<file path="src/hdl/bexc_pkg.sv">
// Shared constants and types for the bridge excitation phase driver
package bexc_pkg;
    // System clock rate and period
    localparam int unsigned CLK_HZ        = 10_000_000;
    localparam int unsigned CLK_PERIOD_NS = 1_000_000_000 / CLK_HZ;

    // Non-overlap gap between the two phases, two master clock periods
    localparam int unsigned GAP_NS     = 200;
    localparam int unsigned GAP_CYC_RAW = (GAP_NS + CLK_PERIOD_NS - 1) / CLK_PERIOD_NS;
    localparam int unsigned GAP_CYCLES  = (GAP_CYC_RAW < 1) ? 1 : GAP_CYC_RAW;

    // Dwell counter width and default dwell per phase
    localparam int unsigned CNT_W          = 16;
    localparam int unsigned DWELL_DEFAULT  = 1024;

    typedef logic [CNT_W-1:0] bexc_cnt_t;

    localparam bexc_cnt_t CNT_ZERO  = 16'h0000;
    localparam bexc_cnt_t CNT_ONE   = 16'h0001;
    localparam bexc_cnt_t GAP_LOAD  = bexc_cnt_t'(GAP_CYCLES - 1);

    // Enable input synchroniser depth
    localparam int unsigned SYNC_W = 3;
    localparam logic [SYNC_W-1:0] SYNC_RST = 3'h0;

    // Idle output levels: normal excitation
    localparam logic PHASE_A_IDLE = 1'b1;
    localparam logic PHASE_B_IDLE = 1'b0;

    typedef enum logic [1:0] {
        BEXC_NORMAL,
        BEXC_GAP_TO_REV,
        BEXC_REVERSED,
        BEXC_GAP_TO_NORM
    } bexc_state_e;
endpackage

</file>
<file path="src/hdl/bexc_down_counter.sv">
// Loadable down counter with zero flag, frozen by the clock enable
`timescale 1ns/1ps
module bexc_down_counter (
    input  wire logic             clk_sys_i,
    input  wire logic             rst_i,
    input  wire logic             clk_en_i,
    input  wire logic             load_i,
    input  wire bexc_pkg::bexc_cnt_t load_value_i,
    output logic                  done_o
);
    import bexc_pkg::*;

    typedef struct packed {
        bexc_cnt_t cnt;
    } bexc_cnt_s;

    bexc_cnt_s r;
    bexc_cnt_s next_r;

    always_comb begin
        next_r = r;
        if (load_i) begin
            next_r.cnt = load_value_i;
        end else if (r.cnt != CNT_ZERO) begin
            next_r.cnt = r.cnt - CNT_ONE;
        end
    end

    always_ff @(posedge clk_sys_i) begin
        if (rst_i) begin
            r.cnt <= CNT_ZERO;
        end else if (clk_en_i) begin
            r <= next_r;
        end
    end

    assign done_o = (r.cnt == CNT_ZERO);
endmodule

</file>
<file path="src/hdl/bexc_phase_driver.sv">
// Bridge excitation phase driver: two non-overlapping phases and their inverses
`timescale 1ns/1ps
// Function
// RULE1 - Enabled: phase b toggles opposite phase a
// RULE2 - Phases never overlap; gap one master period (the code holds both low for GAP_CYCLES, two periods)
// RULE3 - Disabled: phase b held low
// RULE4 - Phase b complement always inverse of b
// RULE5 - Disabled: phase b complement held high
// RULE6 - Phase a high normal, low reversed
// RULE7 - Disabled: phase a held high
// RULE8 - Phase a complement always inverse of a
// RULE9 - Disabled: phase a complement held low
// RULE10 - All transitions on master clock edges
module bexc_phase_driver #(
    parameter int unsigned DWELL_CYCLES = bexc_pkg::DWELL_DEFAULT
) (
    input  wire logic clk_sys_i,
    input  wire logic rst_i,
    input  wire logic clk_en_i,
    input  wire logic ac_excite_enable_i,
    output logic      excite_phase_a_o,
    output logic      excite_phase_a_n_o,
    output logic      excite_phase_b_o,
    output logic      excite_phase_b_n_o,
    output logic      excite_active_o
);
    import bexc_pkg::*;

    localparam bexc_cnt_t DWELL_LOAD = bexc_cnt_t'(DWELL_CYCLES - 1);

    typedef struct packed {
        logic [SYNC_W-1:0] sync;
        logic              enable;
        bexc_state_e       state;
        logic              phase_a;
        logic              phase_a_n;
        logic              phase_b;
        logic              phase_b_n;
        logic              active;
    } bexc_drv_s;

    bexc_drv_s r;
    bexc_drv_s next_r;
    logic      dwell_load;
    logic      dwell_done;
    logic      gap_load;
    logic      gap_done;

    // Times each phase is held before the next reversal
    bexc_down_counter u_dwell (
        .clk_sys_i    (clk_sys_i),
        .rst_i        (rst_i),
        .clk_en_i     (clk_en_i),
        .load_i       (dwell_load),
        .load_value_i (DWELL_LOAD),
        .done_o       (dwell_done)
    );

    // Times the interval in which both phases are low
    bexc_down_counter u_gap (
        .clk_sys_i    (clk_sys_i),
        .rst_i        (rst_i),
        .clk_en_i     (clk_en_i),
        .load_i       (gap_load),
        .load_value_i (GAP_LOAD),
        .done_o       (gap_done)
    );

    always_comb begin
        next_r     = r;
        dwell_load = 1'b0;
        gap_load   = 1'b0;

        // Enable comes from another domain; accept only once two stages agree
        next_r.sync = {r.sync[SYNC_W-2:0], ac_excite_enable_i};
        if (r.sync[SYNC_W-2] == r.sync[SYNC_W-1]) begin
            next_r.enable = r.sync[SYNC_W-1];
        end

        unique case (r.state)
            BEXC_NORMAL: begin
                if (!r.enable) begin
                    // Restart dwell so the first reversal gets a full normal phase
                    dwell_load = 1'b1;
                end else if (dwell_done) begin
                    next_r.phase_a = 1'b0;                   // [RULE1] [RULE6]
                    next_r.state   = BEXC_GAP_TO_REV;
                    gap_load       = 1'b1;                   // [RULE2]
                end
            end
            BEXC_GAP_TO_REV: begin
                if (gap_done) begin
                    if (r.enable) begin
                        next_r.phase_b = 1'b1;               // [RULE1] [RULE2]
                        next_r.state   = BEXC_REVERSED;
                    end else begin
                        // Enable dropped during the gap: fall back to normal
                        next_r.phase_a = PHASE_A_IDLE;       // [RULE7]
                        next_r.state   = BEXC_NORMAL;
                    end
                    dwell_load = 1'b1;
                end
            end
            BEXC_REVERSED: begin
                // Leaving reversal still honours the gap before a returns high
                if (!r.enable || dwell_done) begin
                    next_r.phase_b = PHASE_B_IDLE;           // [RULE1] [RULE3]
                    next_r.state   = BEXC_GAP_TO_NORM;
                    gap_load       = 1'b1;                   // [RULE2]
                end
            end
            BEXC_GAP_TO_NORM: begin
                if (gap_done) begin
                    next_r.phase_a = PHASE_A_IDLE;           // [RULE2] [RULE6] [RULE7]
                    next_r.state   = BEXC_NORMAL;
                    dwell_load     = 1'b1;
                end
            end
        endcase

        // Complements are registered in the same edge as their phase
        next_r.phase_a_n = ~next_r.phase_a;                  // [RULE8] [RULE9]
        next_r.phase_b_n = ~next_r.phase_b;                  // [RULE4] [RULE5]
        next_r.active    = (next_r.state != BEXC_NORMAL);
    end

    // Every output changes only on a clock edge
    always_ff @(posedge clk_sys_i) begin                     // [RULE10]
        if (rst_i) begin
            r.sync      <= SYNC_RST;
            r.enable    <= 1'b0;
            r.state     <= BEXC_NORMAL;
            r.phase_a   <= PHASE_A_IDLE;                     // [RULE7]
            r.phase_a_n <= ~PHASE_A_IDLE;                    // [RULE9]
            r.phase_b   <= PHASE_B_IDLE;                     // [RULE3]
            r.phase_b_n <= ~PHASE_B_IDLE;                    // [RULE5]
            r.active    <= 1'b0;
        end else if (clk_en_i) begin
            r <= next_r;
        end
    end

    assign excite_phase_a_o   = r.phase_a;
    assign excite_phase_a_n_o = r.phase_a_n;
    assign excite_phase_b_o   = r.phase_b;
    assign excite_phase_b_n_o = r.phase_b_n;
    assign excite_active_o    = r.active;
endmodule

</file>
<file path="config.mk">
export PLATFORM = sky130hd
export DESIGN_NAME = bexc_phase_driver
export DESIGN_NICKNAME = d
export VERILOG_FILES = /design/src/hdl/bexc_pkg.sv /design/src/hdl/bexc_down_counter.sv /design/src/hdl/bexc_phase_driver.sv
export SDC_FILE = /design/constraint.sdc
export NUM_CORES = 1
export LEC_CHECK = 0
export BUFFER_PORTS_ARGS = -buffer_cell sky130_fd_sc_hd__buf_2
export CAP_MARGIN = 20
export CELL_PAD_IN_SITES_DETAIL_PLACEMENT = 1
export CELL_PAD_IN_SITES_GLOBAL_PLACEMENT = 2
export CORE_ASPECT_RATIO = 0.9
export CORE_MARGIN = 4
export CORE_UTILIZATION = 38
export DETAILED_ROUTE_END_ITERATION = 16
export PLACE_DENSITY = 0.85
export SKIP_LAST_GASP = 1
export SYNTH_ARGS = -nofsm -noshare
export SYNTH_HDL_FRONTEND = slang
export SYNTH_SLANG_ARGS = --single-unit
</file>
<file path="constraint.sdc">
create_clock -name clk_sys_i -period 2.4 [get_ports clk_sys_i]
set_input_delay 0.36 -clock clk_sys_i [delete_from_list [all_inputs] [get_ports clk_sys_i]]
set_output_delay 0.36 -clock clk_sys_i [all_outputs]
set_load 0.1 [all_outputs]
</file>
Yosys cells after proc, flatten, opt, wreduce, memory -nomap -nowiden
Cells that the tools add are included.
{"block": "totals", "register_bits": 43, "latchBits": 0, "ramBits": 0, "rom_bits": 0, "in_bits": 4, "output_inout_bits": 5, "memories": 0}
{"block": "op_classes", "add_sub_neg": 2, "mul": 0, "n_div": 0, "n_lt_le_gt_ge": 0, "n_eq_ne": 4, "shifts": 0, "n_mux": 24, "bitwise": 2, "reduce_logical": 14}
{"op": "16-bit 2-to-1 mux", "n": 4}
{"op": "16-bit zero test", "n": 2}
{"op": "16-bit nonzero test", "n": 2}
{"op": "16-bit by 1-bit subtractor with 16-bit output, second input constant", "n": 2}
{"op": "3-bit 2-to-1 mux", "n": 4}
{"op": "1-bit 2-to-1 mux", "n": 9}
{"op": "2-bit one-hot mux with 4 select lines", "n": 1}
{"op": "1-bit one-hot mux with 2 select lines", "n": 3}
{"op": "2-bit AND reduction", "n": 3}
{"op": "2-bit nonzero test", "n": 3}
{"op": "2-bit == test, second input constant", "n": 2}
{"op": "2-bit 2-to-1 mux", "n": 2}
{"op": "1-bit one-hot mux with 3 select lines", "n": 1}
{"op": "2-bit by 1-bit == test with 1-bit output, second input constant", "n": 1}
{"op": "2-bit zero test", "n": 1}
{"op": "1-bit inverter", "n": 2}
{"op": "2-bit OR reduction", "n": 1}
{"op": "1-bit == test", "n": 1}
{"op": "1-bit zero test", "n": 1}
{"op": "1-bit logical OR", "n": 1}

Depth between registers and ports, before layout
Gate-level depths: netlist (run 1).
{"block": "logic_depth", "word_depth": 6, "mapped_depth": 10}

Modules after synthesis
From an unflattened synthesis (run 1), not the netlist that was laid out.
{"block": "hier_totals", "cells_unflattened": 365, "hier_area_um2": 3111.7}
{"mod": "bexc_down_counter", "instances": 2, "cells_each": 145, "area_per_inst_um2": 1249.9}
{"mod": "bexc_phase_driver", "instances": 1, "cells_each": 75, "area_per_inst_um2": 611.8}

Least setup slack after synthesis (run 1)
Ideal clock, no wire load.
{"block": "synth_timing", "path_kind": "register -> register", "start": "register r[5] (netlist name)", "end": "register u_gap.r[14] (netlist name)", "setup_time_ns": 0.074, "arrival_time_ns": 1.935, "slack_ns": 0.391, "stages_incl_launch_ff": 9, "path_buffers": 1, "period_less_slack_ns": 2.009, "path_cell_list": "dfxtp_1 -> inv_1 -> ha_1 -> clkbuf_1 -> a21oi_1 -> o31ai_1 -> a21o_1 -> or4_1 -> o21ai_0"}
{"block": "synth_via", "elab_chain_cells": 4, "elab_cells_between_ends": 6, "cone_classes": "eq/ne (1); mux (2); reduce/logical (3)"}
{"item": "start, declared", "line": "bexc_phase_driver.sv:42", "text": "bexc_drv_s r;"}
{"item": "start signal, assigned", "line": "bexc_phase_driver.sv:139", "text": "r <= next_r;"}
{"item": "2-bit == test / 2-bit zero test (equally long branches)", "line": "bexc_phase_driver.sv:80", "text": "unique case (r.state)"}
{"item": "1-bit one-hot mux with 2 select lines (*)", "line": "bexc_phase_driver.sv:80"}
{"item": "2-bit nonzero test (no source line)"}
{"item": "2-bit AND reduction (no source line)"}
{"item": "end signal, assigned", "line": "bexc_down_counter.sv:33", "text": "r <= next_r;"}
{"item": "end, declared", "line": "bexc_down_counter.sv:17", "text": "bexc_cnt_s r;"}
Every way passes the cells marked *; elsewhere a longest branch is shown, timed or not.
A chain may end at the register's enable or synchronous reset.

Final worst setup path (run 1)
{"block": "layout_timing", "start": "register u_gap.r[0] (netlist name)", "end": "register u_dwell.r[12] (netlist name)"}
{"block": "layout_via", "elab_chain_cells": 5, "elab_cells_between_ends": 6, "cone_classes": "mux (3); reduce/logical (3)"}
{"item": "16-bit zero test (*)", "line": "bexc_down_counter.sv:37", "text": "assign done_o = (r.cnt == CNT_ZERO);"}
{"item": "1-bit 2-to-1 mux (*)", "line": "bexc_phase_driver.sv:92, bexc_phase_driver.sv:113"}
{"item": "1-bit one-hot mux with 2 select lines (*)", "line": "bexc_phase_driver.sv:80"}
{"item": "2-bit nonzero test (no source line)"}
{"item": "2-bit AND reduction (no source line)"}
{"item": "end signal, assigned", "line": "bexc_down_counter.sv:33"}
{"item": "end, declared", "line": "bexc_down_counter.sv:17"}
Marked as above.

==> summary.md, run 1 <==
| Metric | Value |
|---|---|
| Run status | finished clean |
| Worst Path Arrival | 2.43 ns |
| Hold Violations, Final | 0 |
| Num CTS Buffers | 5 |
| Vias per inst | 5.68 |
| Syn_nets | 290 |
| Detailed Route Iter0 Violations | 117 |
| GR Layer Usage met3 | 2.99% |
| Clock Tree Buf Depth | 2 |
| Vias in the first global route | 2235 |
| H-tree levels | 2 |
| Initial antenna violation count | 0 |
| Most common cell after layout, fill and taps aside | dfxtp_1 |
| Register area | 861 um^2 |
| EDFF count, synth | 0 |
| Async set or reset register ratio after synthesis | 0% |
| Die X | 91.6 um |
| Most common flop cell mapped by yosys | dfxtp_1 |
| Post-layout util | 44.5% |
| Post-Syn Area | 2390 um^2 |
| Fin worst setup slack | 0.205 ns |
| Final Cell Area | 2720 um^2 |
| CP Max Fanout | 5 |
| Fin crit period | 2.19 ns |
| Die area | 7630 um^2 |
| Antenna diodes | 0 |
| Post-place setup slack | 0.168 ns |
| Layout Skew | 0.00626 ns |
| CTS Hold Buffers Added | 0 |
| Min-delay src | ac_excite_enable_i |
| Total grt overflow | 0 |
| Fillers | 744 |
| First-pass GRT wire length | 11000 um |
| Met1 usage | 24.5% |
| Final setup fails | 0 |
| CP Launch Type | flop |
| Die H | 83.3 um |
| Most frequent cells in the layout | 43 x dfxtp_1, 28 x a21oi_1, 24 x nor2_1 |
| Sequential share of the synthesized area | 36.0% |
| Slew Viols, Final | 0 |
| Root Buffer | clkbuf_8 |
| Final GP Congestion | 0.763 |
| CP Cell Sequence | inv_1 -> ha_1 -> nor4b_1 -> and4_2 -> a211oi_1 -> or4b_1 -> a21oi_1 |
| Number of remaining DRC errors | 0 |
| Yosys reg bits | 43 |
| Top cell type's share of synthesized area | 36.0% |
| Synth top area cells | dfxtp_1 36%, a21oi_1 6.1%, or4_1 4.1% |
| Yosys cell types | 45 |
| CTS tree | done |
| Most Crowded Layer GR | met2 |
| Clock Sinks | 43 |
| Router iterations before antenna repair | 4 |
| Multi-input logic area | 1430 um^2 |
| Placed cell area | 2600 um^2 |
| Slew HR | 62.3% |
| Final ANT Viol Nets | 0 |
| Largest net degree at the start of global routing | 24 |
| Total routed wirelength | 6190 um |
| Mean Syn Cell Area | 8.54 um^2 |
| Starting density of the core | 39.1% |
| WP data required | 2.64 ns |
| Via count | 2188 |
| Post-Route Setup TNS | 0 ns |
| Buffers on Ports | 8 |
| Max-Cap Viols | 0 |
| VDD IR max | 0.683 mV |
| Crit end category | flop |
| # IOs | 9 |
| Fmax | 456 MHz |
| Synth area leader | dfxtp_1 |
| Tot GR Track Use | 17.6% |
| LEAKAGE | 1.03 nW |
| Hold_ws | 0.294 ns |
| Slowest stage delay, CP | 0.53 ns |
| Fin crit share | 91.4% |
| Crit-path slowest cell | or4b_1 |
| Post-synthesis cell count | 280 |
| Layout cell share with drive strength beyond 1 | 13.8% |
| Core Box Area | 6110 um^2 |
| Unrepaired setup endpoints after global routing | no |
| Reg clk slew, reported paths | 0.08 ns |
| FP Rows | 27 |
| Hpwl dp | 4500 um |
| Synth warnings | 0 |
| Worst Setup SP | u_gap.r[0]$_SDFFE_PP0P_ |
| NumNets Final | 307 |
| Hold Crit Class | in -> reg |
| FF-to-FF Start | u_gap.r[0]$_SDFFE_PP0P_ |
| Pwr dens | 1430 nW/um^2 |
| Worst-Margin Slew | 0.563 ns |
| Clk Latency, worst-skew pair | 0.30 ns |
| Crit Path Category | reg -> reg |
| GR met2 Demand/Resource | 27.9% |
| DR WL/cell | 16.1 um |
| Synth-to-layout area growth | 13.7% |
[metal layers]
layer / vias to the layer above / share of wire [%]
met5: - / 0
met2: 16 / 45
li1: 1088 / -
met1: 1076 / 52
met3: 8 / 1.8
met4: 0 / 1.2
[synth_stat cells (all sizes together) (2+ instances only)]
cell and instances:
a211oi 2, a21o 2, a21oi 29, a311oi 3
a31oi 2, and3 3, and4 3, buf 5
clkbuf 9, dfxtp 43, ha 6, inv 10
mux2i 2, nand2 16, nand2b 3, nand3 7
nand4 12, nor2 24, nor3 9, nor3b 4
nor4 9, nor4b 5, nor4bb 2, o211ai 7
o21ai 12, o31ai 4, o41ai 2, or3 8
or4 13, or4b 2, xnor2 7, xor2 7
[final timing paths]
| path | endpoint | slack (ns) | cells past startpoint |
|---|---|---|---|
| worst max register to register | u_dwell.r[12]$_SDFFE_PP0P_ | 0.21 | 7 |
| worst min register to register | excite_phase_a_n_o$_SDFFE_PP0P_ | 0.46 | 1 |
| worst max-delay path | u_dwell.r[12]$_SDFFE_PP0P_ | 0.21 | 7 |
| worst min-delay path | next_r[9]$_SDFFE_PP0P_ | 0.29 | 3 |
[final cells by class]
type                    count  share of cell area [%]
multi-input cells         213                    52.7
clock inverters             2                    1.29
flip-flops and latches     43                    31.7
well taps                  87                    4.00
clock buffers               6                    3.04
repair buffers             24                    5.89
inverters                  10                    1.38
[state kept, by name, summed over array words and instances, names as in the netlist]
| register | cells |
|---|---|
| r | 4 |
| next_r | 2 |
| u_gap.r | 16 |
| excite_phase_a_o | 1 |
| excite_phase_a_n_o | 1 |
| excite_phase_b_n_o | 1 |
| excite_phase_b_o | 1 |
| excite_active_o | 1 |
| u_dwell.r | 16 |
[per-stage QoR]
stage | power (mW) | cells
after floorplan | 2.72 | 280
after global placement | 3.24 | 377
after detailed placement | 3.29 | 377
after CTS | 3.91 | 385
after global routing | 4.22 | 385
final | 3.89 | 385
[critical path: cells and delay by family, from the launching register on]
kind	cells	cell delay, ns
buffers and inverters	1	0.09
AOI/OAI and AO/OA	2	0.30
and+or+nand+nor	3	1.22
adders and majority gates	1	0.20
DFF	1	0.33
[power breakdown]
group	total [mW]	switching (mW)	internal, mW
combinational	2.07	1.23	0.841
sequential	1.23	0.292	0.936
clock	0.594	0.257	0.337
[logic make-up after synthesis]
logic type      Yosys count  synth area share, %
simple gates            123                 32.7
compound gates           68                 18.0
flops                    43                 36.0
buf+inv                  24                 4.19
xor+xnor                 14                 5.13
fa+ha+maj                 6                 3.14
mux                       2                0.837
[repair_timing]
action,in CTS,in global routing
gates resized for setup,0,1
setup endpoints to repair,0,5
buffers inserted,0,0
No activity file was read; power rests on OpenSTA's default activity.
==> run 2, diff against run 1 <==
--- a/config.mk
+++ b/config.mk
@@ -5,6 +5,7 @@
 export SDC_FILE = /design/constraint.sdc
 export NUM_CORES = 1
 export LEC_CHECK = 0
+export ABC_AREA = 0
 export BUFFER_PORTS_ARGS = -buffer_cell sky130_fd_sc_hd__buf_2
 export CAP_MARGIN = 20
 export CELL_PAD_IN_SITES_DETAIL_PLACEMENT = 1
@@ -13,6 +14,7 @@
 export CORE_MARGIN = 4
 export CORE_UTILIZATION = 38
 export DETAILED_ROUTE_END_ITERATION = 16
+export HOLD_SLACK_MARGIN = 0.02
 export PLACE_DENSITY = 0.85
 export SKIP_LAST_GASP = 1
 export SYNTH_ARGS = -nofsm -noshare
==> constraint.sdc (replaced) <==
create_clock -name clk_sys_i -period 2.18 [get_ports clk_sys_i]
set_input_delay 0.327 -clock clk_sys_i [delete_from_list [all_inputs] [get_ports clk_sys_i]]
set_output_delay 0.327 -clock clk_sys_i [all_outputs]
set_load 0.1 [all_outputs]
==> run 2 against run 1 <==
  * Core utilization increased by 1.5 points
  * Sequential power up 11%
  * Critical endpoint unchanged
  * Design area up 3.5%
  * First-iteration DRC count is 50% lower
  * Largest power group unchanged
==> summary.md, run 2 (synthesis gave the netlist of run 1 again) <==
| Metric | Value |
|---|---|
| Run status | finished clean |
| WP data required | 2.41 ns |
| Most common cell after layout, fill and taps aside | dfxtp_1 |
| Hold Violations, Final | 0 |
| Max-Cap Viols | 0 |
| VDD IR max | 0.881 mV |
| Initial antenna violation count | 0 |
| DR WL/cell | 16.2 um |
| Largest delay share family, worst path | simple AND/OR/NAND/NOR gates |
| Detailed Route Iter0 Violations | 58 |
| Die H | 83.3 um |
| Hpwl dp | 4690 um |
| Die area | 7630 um^2 |
| FF-to-FF Start | r[5]$_SDFFE_PP0P_ |
| Layout cell share with drive strength beyond 1 | 18.0% |
| Most frequent cells in the layout | 43 x dfxtp_1, 28 x a21oi_1, 24 x nor2_1, 24 x buf_4, 15 x nand2_1 |
| Total routed wirelength | 6350 um |
| Post-layout util | 46.0% |
| H-tree levels | 2 |
| Fillers | 732 |
| Critical path buffers and inverters | 2 |
| Fmax | 483 MHz |
| Biggest regs | u_dwell.r (16), u_gap.r (16), r (4) |
| Vias per inst | 5.63 |
| Fin crit share | 95.0% |
| Non-Filler Instances | 393 |
| Crit-path slowest cell | or4b_1 |
| Number of remaining DRC errors | 0 |
| WP depth | 7 |
| Total grt overflow | 0 |
| Worst-Margin Slew | 0.494 ns |
| Crit end category | flop |
| Starting density of the core | 39.1% |
| Core Box Area | 6110 um^2 |
| Worst r2r dst | u_dwell.r[12]$_SDFFE_PP0P_ |
| Via count | 2213 |
| Final Cell Area | 2810 um^2 |
| Placed cell area | 2660 um^2 |
| CP Cell Sequence | inv_1 -> ha_1 -> buf_4 -> nor2b_2 -> a211oi_2 -> or4b_1 -> a21oi_1 |
| Post-Route Setup TNS | 0 ns |
| Worst Path Arrival | 2.30 ns |
| Reg-to-reg slack, setup | 0.11 ns |
| Critical Path Sink | u_dwell.r[12]$_SDFFE_PP0P_ |
| Synth-to-layout area growth | 17.6% |
| Tot GR Track Use | 17.2% |
| Post-place setup slack | -0.0267 ns |
| First-pass GRT wire length | 10900 um |
| Buffers on Ports | 8 |
| Clock Tree Buf Depth | 2 |
| Slew Viols, Final | 0 |
| Vias in the first global route | 2245 |
| Crit Path Category | reg -> reg |
| CP Launch Type | flop |
| Worst Setup SP | r[5]$_SDFFE_PP0P_ |
| Reg clk slew, reported paths | 0.08 ns |
| Router iterations before antenna repair | 4 |
| Pwr dens | 1560 nW/um^2 |
| Root Buffer | clkbuf_8 |
| FP Rows | 27 |
| Final setup fails | 0 |
| Die X | 91.6 um |
| LEAKAGE | 1.08 nW |
| Worst R2R Path Depth | 7 |
| NumNets Final | 315 |
| Layout Skew | 0.0109 ns |
| Fin crit period | 2.07 ns |
| Slowest stage delay, CP | 0.52 ns |
| Antenna diodes | 0 |
| Clk Latency, worst-skew pair | 0.30 ns |
| # IOs | 9 |
| CTS tree | done |
| Hold Crit Class | in -> reg |
| Slew HR | 67.3% |
| CP Max Fanout | 7 |
| Final GP Congestion | 0.783 |
| Num CTS Buffers | 5 |
| Unrepaired setup endpoints after global routing | yes |
| Fin worst setup slack | 0.108 ns |
| Post-Place Cells | 385 |
| Clock Sinks | 43 |
| Largest net degree at the start of global routing | 24 |
| Final ANT Viol Nets | 0 |
run 2: changes by cell type in the layout (fill, tap and decap cells not counted), sizes merged:
cell,delta
clkbuf,+2
buf,+8
clkinv,-1
bufinv,-1
run 2: worst reg2reg max path, cell delays in order, from the launching register on:
cell,delay (ns)
dfxtp_1,0.43
inv_1,0.11
ha_1,0.27
buf_4,0.18
nor2b_2,0.20
a211oi_2,0.14
or4b_1,0.52
a21oi_1,0.16
run 2: stage by stage:
stage	hold WS, ns	power (mW)
2_1_floorplan	0.436	2.99
3_3_place_gp	0.448	3.64
3_5_place_dp	0.455	3.72
4_1_cts	0.281	4.33
5_1_grt	0.346	4.78
6_report	0.280	4.40
run 2: how the worst min path moves through the flow:
stage,from,to,cells past startpoint
finish,ac_excite_enable_i,next_r[9]$_SDFFE_PP0P_,3
detailed placement,excite_phase_a_n_o$_SDFFE_PP0P_,excite_phase_a_n_o$_SDFFE_PP0P_,1
global placement,r[10]$_SDFFE_PP0P_,r[7]$_SDFFE_PP0P_,2
global route,ac_excite_enable_i,next_r[9]$_SDFFE_PP0P_,3
CTS,ac_excite_enable_i,next_r[9]$_SDFFE_PP0P_,3
floorplan,r[10]$_SDFFE_PP0P_,r[7]$_SDFFE_PP0P_,2
run 2: layout make-up:
| class | instances | area (um^2) | share of cell area [%] |
|---|---|---|---|
| Clock buffer | 8 | 100 | 3.56 |
| Inverter | 10 | 37.5 | 1.33 |
| Multi-Input combinational cell | 213 | 1490 | 52.8 |
| Sequential cell | 43 | 861 | 30.6 |
| Tap cell | 87 | 109 | 3.87 |
| Timing Repair Buffer | 32 | 220 | 7.83 |
run 2: per-layer routing:
layer / up-vias / track usage (%) / routed length, um
met5: - / 0 / 0
met4: 0 / 4.25 / 68
met3: 6 / 3.26 / 125
met2: 25 / 28.4 / 3100
met1: 1073 / 23.1 / 3060
li1: 1109 / - / -
run 2: where the power goes:
| part | total (mW) | switching (mW) | internal (mW) |
|---|---|---|---|
| clock network | 0.570 | 0.280 | 0.290 |
| registers | 1.36 | 0.331 | 1.03 |
| logic | 2.47 | 1.41 | 1.06 |
run 2: timing repair:
action / CTS / global route
endpoints found under the setup margin: 4 / 9
buffers inserted: 0 / 0
hold buffers: 0 / 0
resized for setup: 2 / 9
endpoints found under the hold margin: 0 / 0
gates cloned: 0 / 0
